### config.mk
export PLATFORM = sky130hd
export DESIGN_NAME = twm_timer
export DESIGN_NICKNAME = d
export VERILOG_FILES = /design/src/include/twm_pkg.sv /design/src/hdl/twm_mode_decode.sv /design/src/hdl/twm_output_unit.sv /design/src/hdl/twm_timer.sv
export SDC_FILE = /design/constraint.sdc
export NUM_CORES = 1
export LEC_CHECK = 0
export BUFFER_PORTS_ARGS = -buffer_cell sky130_fd_sc_hd__buf_2
export CAP_MARGIN = 20
export CORE_MARGIN = 3
export CORE_UTILIZATION = 35
export DETAILED_ROUTE_END_ITERATION = 7
export GPL_TIMING_DRIVEN = 0
export HOLD_SLACK_MARGIN = 0.15
export MAX_ROUTING_LAYER = met4
export PLACE_DENSITY = 0.6
export SETUP_SLACK_MARGIN = 0.05
export SLEW_MARGIN = 20
export SYNTH_ARGS = -nofsm -noshare
export SYNTH_HDL_FRONTEND = slang
export SYNTH_HIERARCHICAL = 1
export SYNTH_SLANG_ARGS = --single-unit
### constraint.sdc
create_clock -name pclk -period 5.8 [get_ports pclk]
set_input_delay 0.58 -clock pclk [delete_from_list [all_inputs] [get_ports pclk]]
set_output_delay 0.58 -clock pclk [all_outputs]
set_load 0.03 [all_outputs]
### src/include/twm_pkg.sv
// Package with register map, field layout, modes and constants of the waveform timer.
package twm_pkg;

   // APB byte offsets of the register words.
   localparam logic [7:0] ADDR_OUTPUT_CONTROL = 8'h00;
   localparam logic [7:0] ADDR_CONTROL_SECOND = 8'h04;
   localparam logic [7:0] ADDR_COMPARE_A      = 8'h08;
   localparam logic [7:0] ADDR_COMPARE_B      = 8'h0C;
   localparam logic [7:0] ADDR_CAPTURE        = 8'h10;
   localparam logic [7:0] ADDR_COUNT          = 8'h14;
   localparam logic [7:0] ADDR_STATUS         = 8'h18;
   localparam logic [7:0] ADDR_PIN_DIR        = 8'h1C;

   // Field positions and masks.
   localparam int         POS_CHAN_A_MODE     = 6;
   localparam int         POS_CHAN_B_MODE     = 4;
   localparam logic [7:0] MASK_OUTPUT_CONTROL = 8'hF3;
   localparam logic [7:0] MASK_CONTROL_SECOND = 8'h18;
   localparam int         POS_MODE_HIGH       = 3;

   // Values after reset.
   localparam logic [7:0]  RESET_CONTROL = 8'h00;
   localparam logic [15:0] RESET_WORD    = 16'h0000;

   // Fixed tops and limits.
   localparam logic [15:0] TOP_MAX    = 16'hFFFF;
   localparam logic [15:0] TOP_8BIT   = 16'h00FF;
   localparam logic [15:0] TOP_9BIT   = 16'h01FF;
   localparam logic [15:0] TOP_10BIT  = 16'h03FF;
   localparam logic [15:0] BOTTOM     = 16'h0000;

   // Waveform mode encodings.
   localparam logic [3:0] WM_NORMAL   = 4'h0;
   localparam logic [3:0] WM_PC8      = 4'h1;
   localparam logic [3:0] WM_PC9      = 4'h2;
   localparam logic [3:0] WM_PC10     = 4'h3;
   localparam logic [3:0] WM_CTC_A    = 4'h4;
   localparam logic [3:0] WM_FAST8    = 4'h5;
   localparam logic [3:0] WM_FAST9    = 4'h6;
   localparam logic [3:0] WM_FAST10   = 4'h7;
   localparam logic [3:0] WM_PFC_CAP  = 4'h8;
   localparam logic [3:0] WM_PFC_A    = 4'h9;
   localparam logic [3:0] WM_PC_CAP   = 4'hA;
   localparam logic [3:0] WM_PC_A     = 4'hB;
   localparam logic [3:0] WM_CTC_CAP  = 4'hC;
   localparam logic [3:0] WM_FAST_CAP = 4'hE;
   localparam logic [3:0] WM_FAST_A   = 4'hF;

   // Compare output mode encodings.
   localparam logic [1:0] COM_OFF    = 2'h0;
   localparam logic [1:0] COM_TOGGLE = 2'h1;
   localparam logic [1:0] COM_CLEAR  = 2'h2;
   localparam logic [1:0] COM_SET    = 2'h3;

   typedef enum logic [2:0]
   {
      SEQ_SINGLE = 3'b001,
      SEQ_FAST   = 3'b010,
      SEQ_DUAL   = 3'b100
   } twm_seq_t;

   // Decoded behaviour of the selected waveform mode.
   typedef struct packed
   {
      twm_seq_t   seq;
      logic [1:0] top_src;      // 0 fixed, 1 capture, 2 compare A
      logic [15:0] fixed_top;
      logic       load_at_top;
      logic       load_at_bottom;
      logic       ovf_at_top;
      logic       ovf_at_bottom;
      logic       clear_on_match;
      logic       a_toggle_ok;
   } twm_mode_t;

   // Per-channel events handed to the output unit.
   typedef struct packed
   {
      logic match;
      logic at_top;
      logic up;
   } twm_event_t;

   localparam logic [1:0] TOP_FIXED   = 2'h0;
   localparam logic [1:0] TOP_CAPTURE = 2'h1;
   localparam logic [1:0] TOP_COMP_A  = 2'h2;

endpackage

### src/hdl/twm_mode_decode.sv
// Decoder from the 4-bit waveform mode to its count, top and update behaviour.
`timescale 1ns/1ps
module twm_mode_decode
   import twm_pkg::*;
(
   input  wire logic [3:0] waveform_mode,
   output twm_mode_t       mode_info
);

   always_comb
   begin
      mode_info = '{seq: SEQ_SINGLE, top_src: TOP_FIXED, fixed_top: TOP_MAX,
                    load_at_top: 1'b0, load_at_bottom: 1'b0, ovf_at_top: 1'b0,
                    ovf_at_bottom: 1'b0, clear_on_match: 1'b0, a_toggle_ok: 1'b0};
      case (waveform_mode)
         WM_NORMAL, WM_CTC_A, WM_CTC_CAP:
         begin
            // Immediate compare update and overflow at MAX.
            mode_info.clear_on_match = (waveform_mode != WM_NORMAL);
            mode_info.top_src = (waveform_mode == WM_CTC_A) ? TOP_COMP_A :
                                (waveform_mode == WM_CTC_CAP) ? TOP_CAPTURE : TOP_FIXED;
         end
         WM_PC8, WM_PC9, WM_PC10, WM_PC_CAP, WM_PC_A:
         begin
            mode_info.seq = SEQ_DUAL;
            mode_info.load_at_top = 1'b1;
            mode_info.ovf_at_bottom = 1'b1;
            mode_info.fixed_top = (waveform_mode == WM_PC8) ? TOP_8BIT :
                                  (waveform_mode == WM_PC9) ? TOP_9BIT : TOP_10BIT;
            mode_info.top_src = (waveform_mode == WM_PC_CAP) ? TOP_CAPTURE :
                                (waveform_mode == WM_PC_A) ? TOP_COMP_A : TOP_FIXED;
            mode_info.a_toggle_ok = (waveform_mode == WM_PC_CAP) || (waveform_mode == WM_PC_A);
         end
         WM_FAST8, WM_FAST9, WM_FAST10, WM_FAST_CAP, WM_FAST_A:
         begin
            mode_info.seq = SEQ_FAST;
            mode_info.load_at_top = 1'b1;
            mode_info.ovf_at_top = 1'b1;
            mode_info.fixed_top = (waveform_mode == WM_FAST8) ? TOP_8BIT :
                                  (waveform_mode == WM_FAST9) ? TOP_9BIT : TOP_10BIT;
            mode_info.top_src = (waveform_mode == WM_FAST_CAP) ? TOP_CAPTURE :
                                (waveform_mode == WM_FAST_A) ? TOP_COMP_A : TOP_FIXED;
            mode_info.a_toggle_ok = (waveform_mode == WM_FAST_CAP) || (waveform_mode == WM_FAST_A);
         end
         WM_PFC_CAP, WM_PFC_A:
         begin
            mode_info.seq = SEQ_DUAL;
            mode_info.load_at_bottom = 1'b1;
            mode_info.ovf_at_bottom = 1'b1;
            mode_info.a_toggle_ok = 1'b1;
            mode_info.top_src = (waveform_mode == WM_PFC_CAP) ? TOP_CAPTURE : TOP_COMP_A;
         end
         default:
         begin
            // Reserved mode counts like normal mode.
            mode_info.seq = SEQ_SINGLE;
         end
      endcase
   end

endmodule

### src/hdl/twm_output_unit.sv
// One compare-output waveform channel with its pin take-over logic.
`timescale 1ns/1ps
module twm_output_unit
   import twm_pkg::*;
#(
   parameter bit CHAN_IS_A = 1'b1
)
(
   input  wire logic       pclk,
   input  wire logic       presetn,
   input  wire logic       clk_en,
   input  wire logic       tick,
   input  wire logic [1:0] out_mode,
   input  wire twm_mode_t  mode_info,
   input  wire twm_event_t ev,
   input  wire logic       cmp_is_top,
   input  wire logic       cmp_is_bottom,
   input  wire logic       pin_dir_out,
   output logic            wave_out,
   output logic            wave_oe
);

   logic next_wave;
   logic toggle_ok;

   assign toggle_ok = CHAN_IS_A && (mode_info.seq == SEQ_SINGLE || mode_info.a_toggle_ok);

   always_comb
   begin
      next_wave = wave_out;
      case (mode_info.seq)
         SEQ_SINGLE:
         begin
            if (ev.match)
            begin
               case (out_mode)
                  COM_TOGGLE: next_wave = ~wave_out;
                  COM_CLEAR:  next_wave = 1'b0;
                  COM_SET:    next_wave = 1'b1;
                  default:    next_wave = wave_out;
               endcase
            end
         end
         SEQ_FAST:
         begin
            if (out_mode == COM_TOGGLE)
            begin
               if (ev.match && toggle_ok)
                  next_wave = ~wave_out;
            end
            else if (out_mode[1])
            begin
               // Top action wins; a match at top is ignored.
               if (ev.at_top)
                  next_wave = ~out_mode[0];
               else if (ev.match && !cmp_is_top)
                  next_wave = out_mode[0];
            end
         end
         SEQ_DUAL:
         begin
            if (out_mode == COM_TOGGLE)
            begin
               if (ev.match && toggle_ok)
                  next_wave = ~wave_out;
            end
            else if (out_mode[1])
            begin
               // Extremes hold a steady level.
               if (cmp_is_bottom)
                  next_wave = out_mode[0];
               else if (cmp_is_top)
                  next_wave = ~out_mode[0];
               else if (ev.match)
                  next_wave = ev.up ? out_mode[0] : ~out_mode[0];
            end
         end
         default: next_wave = wave_out;
      endcase
   end

   always_ff @(posedge pclk or negedge presetn)
   begin
      if (!presetn)
         wave_out <= 1'b0;
      else if (clk_en && tick)
         wave_out <= next_wave;
   end

   always_ff @(posedge pclk or negedge presetn)
   begin
      if (!presetn)
         wave_oe <= 1'b0;
      else if (clk_en)
         wave_oe <= (out_mode != COM_OFF) && pin_dir_out;
   end
endmodule

### src/hdl/twm_timer.sv
// Top of the 16-bit waveform timer: APB registers, counter and two output channels.
//
// Design decisions made here: the APB register port and the register offsets.
`timescale 1ns/1ps
module twm_timer
   import twm_pkg::*;
(
   input  wire logic        pclk,
   input  wire logic        presetn,
   input  wire logic        clk_en,
   input  wire logic        timer_tick_enable,
   input  wire logic        psel,
   input  wire logic        penable,
   input  wire logic        pwrite,
   input  wire logic [7:0]  paddr,
   input  wire logic [31:0] pwdata,
   output logic [31:0]      prdata,
   output logic             pready,
   output logic             pslverr,
   output logic             wave_out_a,
   output logic             wave_oe_a,
   output logic             wave_out_b,
   output logic             wave_oe_b
);

   logic [7:0]  waveform_output_control;
   logic [7:0]  timer_control_second;
   logic [15:0] compare_value_a;
   logic [15:0] compare_value_b;
   logic [15:0] buffer_a;
   logic [15:0] buffer_b;
   logic [15:0] capture_value;
   logic [15:0] count_value;
   logic        count_down;
   logic        overflow_flag;
   logic [1:0]  compare_match_flag;
   logic [1:0]  pin_dir;
   logic [3:0]  waveform_mode;
   twm_mode_t   mode_info;
   logic [15:0] top;
   logic        tick;
   logic        at_top;
   logic        at_bottom;
   logic        match_a;
   logic        match_b;
   twm_event_t  ev_a;
   twm_event_t  ev_b;
   logic        access;
   logic        wr;
   logic        rd;
   logic        mapped;
   logic [15:0] next_count;
   logic        next_down;
   logic [31:0] next_rdata;

   assign waveform_mode = {timer_control_second[POS_MODE_HIGH +: 2],
                           waveform_output_control[1:0]};

   twm_mode_decode u_decode
   (
      .waveform_mode (waveform_mode),
      .mode_info     (mode_info)
   );

   function automatic logic [15:0] fixed_mask(input logic [15:0] v, input twm_mode_t m);
      fixed_mask = (m.top_src == TOP_FIXED && m.seq != SEQ_SINGLE) ? (v & m.fixed_top) : v;
   endfunction

   assign top = (mode_info.top_src == TOP_CAPTURE) ? capture_value :
                (mode_info.top_src == TOP_COMP_A)  ? compare_value_a : mode_info.fixed_top;
   assign tick      = clk_en && timer_tick_enable;
   assign at_top    = (count_value == top);
   assign at_bottom = (count_value == BOTTOM);
   assign match_a   = (count_value == compare_value_a);
   assign match_b   = (count_value == compare_value_b);
   assign ev_a      = '{match: match_a, at_top: at_top, up: !count_down};
   assign ev_b      = '{match: match_b, at_top: at_top, up: !count_down};

   // APB decode; slave answers in the access cycle with no wait states.
   assign access = psel && penable;
   assign wr     = access && pwrite;
   assign rd     = access && !pwrite;
   assign mapped = (paddr[1:0] == 2'h0) && (paddr <= ADDR_PIN_DIR);

   // Count sequence.
   always_comb
   begin
      next_count = count_value + 16'h0001;
      next_down  = count_down;
      case (mode_info.seq)
         SEQ_SINGLE:
         begin
            next_down = 1'b0;
            if (mode_info.clear_on_match && at_top)
               next_count = BOTTOM;
         end
         SEQ_FAST:
         begin
            next_down = 1'b0;
            if (at_top || count_value > top)
               next_count = BOTTOM;
         end
         SEQ_DUAL:
         begin
            if (!count_down && (at_top || count_value > top))
            begin
               next_down  = 1'b1;
               next_count = count_value - 16'h0001;
            end
            else if (count_down && at_bottom)
            begin
               next_down  = 1'b0;
               next_count = count_value + 16'h0001;
            end
            else if (count_down)
               next_count = count_value - 16'h0001;
         end
         default: next_down = 1'b0;
      endcase
   end

   always_ff @(posedge pclk or negedge presetn)
   begin
      if (!presetn)
      begin
         count_value <= RESET_WORD;
         count_down  <= 1'b0;
      end
      else if (wr && mapped && paddr == ADDR_COUNT && clk_en)
         count_value <= pwdata[15:0];
      else if (tick)
      begin
         count_value <= next_count;
         count_down  <= next_down;
      end
   end

   // Control registers; reserved bits are not stored.
   always_ff @(posedge pclk or negedge presetn)
   begin
      if (!presetn)
      begin
         waveform_output_control <= RESET_CONTROL;
         timer_control_second    <= RESET_CONTROL;
         capture_value           <= RESET_WORD;
         pin_dir                 <= 2'h0;
      end
      else if (clk_en && wr && mapped)
      begin
         case (paddr)
            ADDR_OUTPUT_CONTROL: waveform_output_control <= pwdata[7:0] & MASK_OUTPUT_CONTROL;
            ADDR_CONTROL_SECOND: timer_control_second <= pwdata[7:0] & MASK_CONTROL_SECOND;
            ADDR_CAPTURE:        capture_value <= pwdata[15:0];
            ADDR_PIN_DIR:        pin_dir <= pwdata[1:0];
            default:             pin_dir <= pin_dir;
         endcase
      end
   end

   // Compare buffers: immediate in non-PWM modes, else loaded at top or bottom.
   always_ff @(posedge pclk or negedge presetn)
   begin
      if (!presetn)
      begin
         buffer_a <= RESET_WORD;
         buffer_b <= RESET_WORD;
      end
      else if (clk_en && wr && mapped)
      begin
         if (paddr == ADDR_COMPARE_A)
            buffer_a <= fixed_mask(pwdata[15:0], mode_info);
         if (paddr == ADDR_COMPARE_B)
            buffer_b <= fixed_mask(pwdata[15:0], mode_info);
      end
   end

   always_ff @(posedge pclk or negedge presetn)
   begin
      if (!presetn)
      begin
         compare_value_a <= RESET_WORD;
         compare_value_b <= RESET_WORD;
      end
      else if (clk_en && mode_info.seq == SEQ_SINGLE)
      begin
         compare_value_a <= buffer_a;
         compare_value_b <= buffer_b;
      end
      else if (tick && ((mode_info.load_at_top && at_top) ||
                        (mode_info.load_at_bottom && at_bottom)))
      begin
         compare_value_a <= buffer_a;
         compare_value_b <= buffer_b;
      end
   end

   // Status flags; a new event wins over a clear written in the same cycle.
   always_ff @(posedge pclk or negedge presetn)
   begin
      if (!presetn)
      begin
         overflow_flag      <= 1'b0;
         compare_match_flag <= 2'h0;
      end
      else if (clk_en)
      begin
         if (wr && mapped && paddr == ADDR_STATUS)
         begin
            overflow_flag      <= overflow_flag & ~pwdata[0];
            compare_match_flag <= compare_match_flag & ~pwdata[2:1];
         end
         if (tick && ((mode_info.seq == SEQ_SINGLE && count_value == TOP_MAX) ||
                      (mode_info.ovf_at_top && at_top) ||
                      (mode_info.ovf_at_bottom && at_bottom && count_down)))
            overflow_flag <= 1'b1;
         if (tick && match_a)
            compare_match_flag[0] <= 1'b1;
         if (tick && match_b)
            compare_match_flag[1] <= 1'b1;
      end
   end

   always_comb
   begin
      next_rdata = 32'h0000_0000;
      case (paddr)
         ADDR_OUTPUT_CONTROL: next_rdata[7:0] = waveform_output_control;
         ADDR_CONTROL_SECOND: next_rdata[7:0] = timer_control_second;
         ADDR_COMPARE_A:      next_rdata[15:0] = buffer_a;
         ADDR_COMPARE_B:      next_rdata[15:0] = buffer_b;
         ADDR_CAPTURE:        next_rdata[15:0] = capture_value;
         ADDR_COUNT:          next_rdata[15:0] = count_value;
         ADDR_STATUS:         next_rdata[2:0] = {compare_match_flag, overflow_flag};
         ADDR_PIN_DIR:        next_rdata[1:0] = pin_dir;
         default:             next_rdata = 32'h0000_0000;
      endcase
   end

   // Outputs are registered, so read data is captured in the setup cycle and presented in the access cycle.
   always_ff @(posedge pclk or negedge presetn)
   begin
      if (!presetn)
      begin
         prdata  <= 32'h0000_0000;
         pready  <= 1'b0;
         pslverr <= 1'b0;
      end
      else if (clk_en)
      begin
         prdata  <= (psel && !penable && !pwrite) ? next_rdata : prdata;
         pready  <= psel && !penable;
         pslverr <= psel && !penable && !mapped;
      end
   end

   twm_output_unit #(.CHAN_IS_A(1'b1)) u_chan_a
   (
      .pclk          (pclk),
      .presetn       (presetn),
      .clk_en        (clk_en),
      .tick          (timer_tick_enable),
      .out_mode      (waveform_output_control[POS_CHAN_A_MODE +: 2]),
      .mode_info     (mode_info),
      .ev            (ev_a),
      .cmp_is_top    (compare_value_a == top),
      .cmp_is_bottom (compare_value_a == BOTTOM),
      .pin_dir_out   (pin_dir[0]),
      .wave_out      (wave_out_a),
      .wave_oe       (wave_oe_a)
   );

   twm_output_unit #(.CHAN_IS_A(1'b0)) u_chan_b
   (
      .pclk          (pclk),
      .presetn       (presetn),
      .clk_en        (clk_en),
      .tick          (timer_tick_enable),
      .out_mode      (waveform_output_control[POS_CHAN_B_MODE +: 2]),
      .mode_info     (mode_info),
      .ev            (ev_b),
      .cmp_is_top    (compare_value_b == top),
      .cmp_is_bottom (compare_value_b == BOTTOM),
      .pin_dir_out   (pin_dir[1]),
      .wave_out      (wave_out_b),
      .wave_oe       (wave_oe_b)
   );
endmodule

==> flow_metrics.tcl <==
set metrics [dict create \
    power_density_nw_per_um2 239.4 \
    design_area_um2 10760 \
    ys_warn_count 6 \
    clk_pin_slew_ns 0.06 \
    yosysSeqAreaShare_pct 35.50 \
    antenna_found_initial 0 \
    max_slew_margin_pct 10.84 \
    synthTopCellsByArea "dfrtp_1, mux2_2, xnor2_1, o21ai_0, mux2i_1" \
    wire_per_inst_um 22.44 \
    final_common_cell "dfrtp_1" \
    gr-usage-all-layers_pct 23.41 \
    synthesis.area_um2 9305 \
    grt_remaining_overflow 0 \
    rsz0062_at_grt "false" \
    hold_ws_ns 0.4152 \
    cp.arrival_ns 5.59 \
    core_um2 26060 \
    via_count 8360 \
    worstMarginPinSlew_ns 1.325 \
    grt_max_degree 78 \
    ys_ff_latch 132 \
    synth.avg_cell_area_um2 9.222 \
    cts_max_path_buffers 2 \
    synth_ff_type "dfrtp_1" \
    cts-root-buf "clkbuf_16" \
    netlist.top_cell.by_area "dfrtp_1" \
    dieHeight_um 169.1 \
    period_share_pct 91.01 \
    layout_common_cells "dfrtp_1, o21ai_0, nand2_1" \
    drtPass1Iterations 5 \
    io_buffer_count 50 \
    drv_slew 0 \
    start_kind "flop" \
    grt_pass1_vias 8126 \
    wl_um 32590 \
    diodes 0 \
    fin_crit_ns 5.279 \
    grt_pass1_wl_um 49400 \
    first_iter_violations 721 \
    dieArea_um2 28580 \
    dpl_cell_area_um2 10110 \
    hp-class "primary input to flop" \
    required_ns 6.11 \
    start_util_pct 35.71 \
    drive_above_1_share_pct 21.67 \
    synth_cell_type_count 92 \
    synth_top_area_share_pct 35.50 \
    outcome "completed" \
    ant_nets 0 \
    finalSetupViolCount 0 \
    cts_buffers 17 \
    crit_type "flop to flop" \
    crit_fanout 10 \
    globalplace.congestion 0.9465 \
    cts_tree "yes" \
    area_growth_syn_to_layout_pct 15.68 \
    vias_per_cell 5.758 \
    rows 59 \
    syn_inst 1009 \
    final_nets 1172 \
    drcViolationCount 0 \
    worst_ir_drop_vdd_v 0.0001774 \
    cts.htree.levels 4 \
    n_fill_cell 2560 \
    pin_count 85 \
    drv_cap 0 \
    tns_ns 0 \
    cts_num_sinks 132 \
    synth_edf_count 0 \
    power.leakage_nw 4.590 \
    finalHoldViolations 0 \
    synthArstFlopShare_pct 100.0 \
    hpwl_um 24840 \
    fmax_mhz 189.4 \
    dieWidth_um 169.1 \
    clk_latency_ns 0.44 \
    skew_ns 0.01324 \
    end_kind "flop" \
]
sequential cells by signal, summed over array words and instances, names as in the netlist:
register and count:
compare_value_b 16, compare_match_flag 2, count_down 1, u_chan_a/wave_out 1, prdata 16, pready 1, timer_control_second 2, capture_value 16
buffer_a 16, count_value 16, compare_value_a 16, buffer_b 16, waveform_output_control 6, pin_dir 2, u_chan_a/wave_oe 1, u_chan_b/wave_out 1
overflow_flag 1, u_chan_b/wave_oe 1, pslverr 1
cells by family (layout without fill, tap and decap cells):
kind of cell | count (synthesis) | after routing | synth area share, %
XOR/XNOR | 76 | 76 | 7.153
AO/OA/AOI/OAI | 260 | 260 | 18.53
adder cells (fa/ha/maj) | 21 | 21 | 2.824
flip-flops | 132 | 132 | 35.50
other | 2 | 24 | 0.08071
buffers and inverters | 134 | 220 | 7.637
AND/OR/NAND/NOR | 288 | 288 | 17.00
multiplexers | 96 | 96 | 11.28
final timing paths:
kind                                                      from                         endpoint  slack [ns]  cells after the start
min in group asynchronous                              presetn    u_chan_b/wave_out$_DFFE_PN0P_        0.65                      2
setup reg to reg           timer_control_second[4]$_DFFE_PN0P_       count_value[6]$_DFFE_PN0P_        0.52                     17
hold reg to reg                          prdata[1]$_DFFE_PN0P_            prdata[1]$_DFFE_PN0P_        0.47                      1
max in group asynchronous                              presetn  compare_value_a[12]$_DFFE_PN0P_        4.38                      3
hold / removal                                       pwdata[9]       count_value[9]$_DFFE_PN0P_        0.42                      3
setup / recovery           timer_control_second[4]$_DFFE_PN0P_       count_value[6]$_DFFE_PN0P_        0.52                     17
area by class of cell:
type / instances / area, um^2 / share of cell area [%]
Sequential cell: 132 / 3303 / 30.69
Buffer: 93 / 560.5 / 5.207
Tap cell: 335 / 419.2 / 3.894
Clock inverter: 14 / 190.2 / 1.767
Inverter: 41 / 153.9 / 1.430
Timing Repair Buffer: 54 / 312.8 / 2.906
Multi-Input combinational cell: 765 / 5385 / 50.03
Clock buffer: 18 / 439.2 / 4.080
where the power goes:
part | total, W | internal, W | leakage, nW | switching (W)
clock | 0.00118 | 0.000703 | 0.306 | 0.000475
sequential | 0.000965 | 0.000941 | 1.80 | 0.0000240
combinational | 0.000434 | 0.000154 | 2.49 | 0.000280
layer usage:
layer	part of all wire (%)	wire, um	vias to the layer above	track usage [%]
li1	-	-	3822	-
met1	43	13950	4097	30.94
met2	46	15110	359	36.65
met3	6.7	2180	82	2.802
met4	4.2	1354	0	9.704
met5	0	0	-	-
critical path, cell delays in order, from the launching register on:
cell	delay, ns
dfrtp_1	0.54
or2_1	0.30
mux2i_1	0.38
clkbuf_2	0.37
clkbuf_1	0.46
a211oi_1	0.15
a21oi_1	0.33
inv_1	0.10
ha_1	0.31
nand4_1	0.25
nor4_4	0.49
a221o_1	0.29
o211ai_1	0.12
a21oi_1	0.33
buf_4	0.25
o21ai_0	0.12
a221oi_1	0.28
nor2_1	0.08
through the flow:
stage / power (W) / setup WS, ns / std cells / util, %
2_1_floorplan: 0.001263 / 1.573 / 1031 / -
3_3_place_gp: 0.001403 / -0.0007896 / 1416 / 38.59
3_5_place_dp: 0.001407 / -0.01800 / 1417 / 38.78
4_1_cts: 0.002579 / 0.1139 / 1450 / 41.24
5_1_grt: 0.002669 / 0.2420 / 1452 / 41.31
6_report: 0.002576 / 0.5214 / 1452 / 41.31
synth_stat cells (all sizes together), types with 3 or more instances:
cell type  number
a211oi         20
a21o            6
a21oi          48
a221o           3
a221oi         10
a22o           10
a22oi          10
a31oi          12
a41oi           3
and2            5
and3            3
and4            3
buf            63
clkbuf         30
dfrtp         132
ha             21
inv            41
mux2           61
mux2i          34
nand2          86
nand2b          5
nand3          16
nand4          32
nor2           46
nor2b          24
nor3           24
nor3b           4
nor4           22
o211ai          8
o21a            3
o21ai          94
o221ai          3
o22a            4
o22ai           3
or2             5
or3             5
xnor2          69
xor2            7
timing repair:
action	CTS	global route
hold endpoints to repair	55	0
buffers inserted	0	2
gates resized for setup	1	3
pin swaps	0	1
hold buffers	1	0
setup endpoints to repair	1	9
No activity file was read; power rests on OpenSTA's default activity.
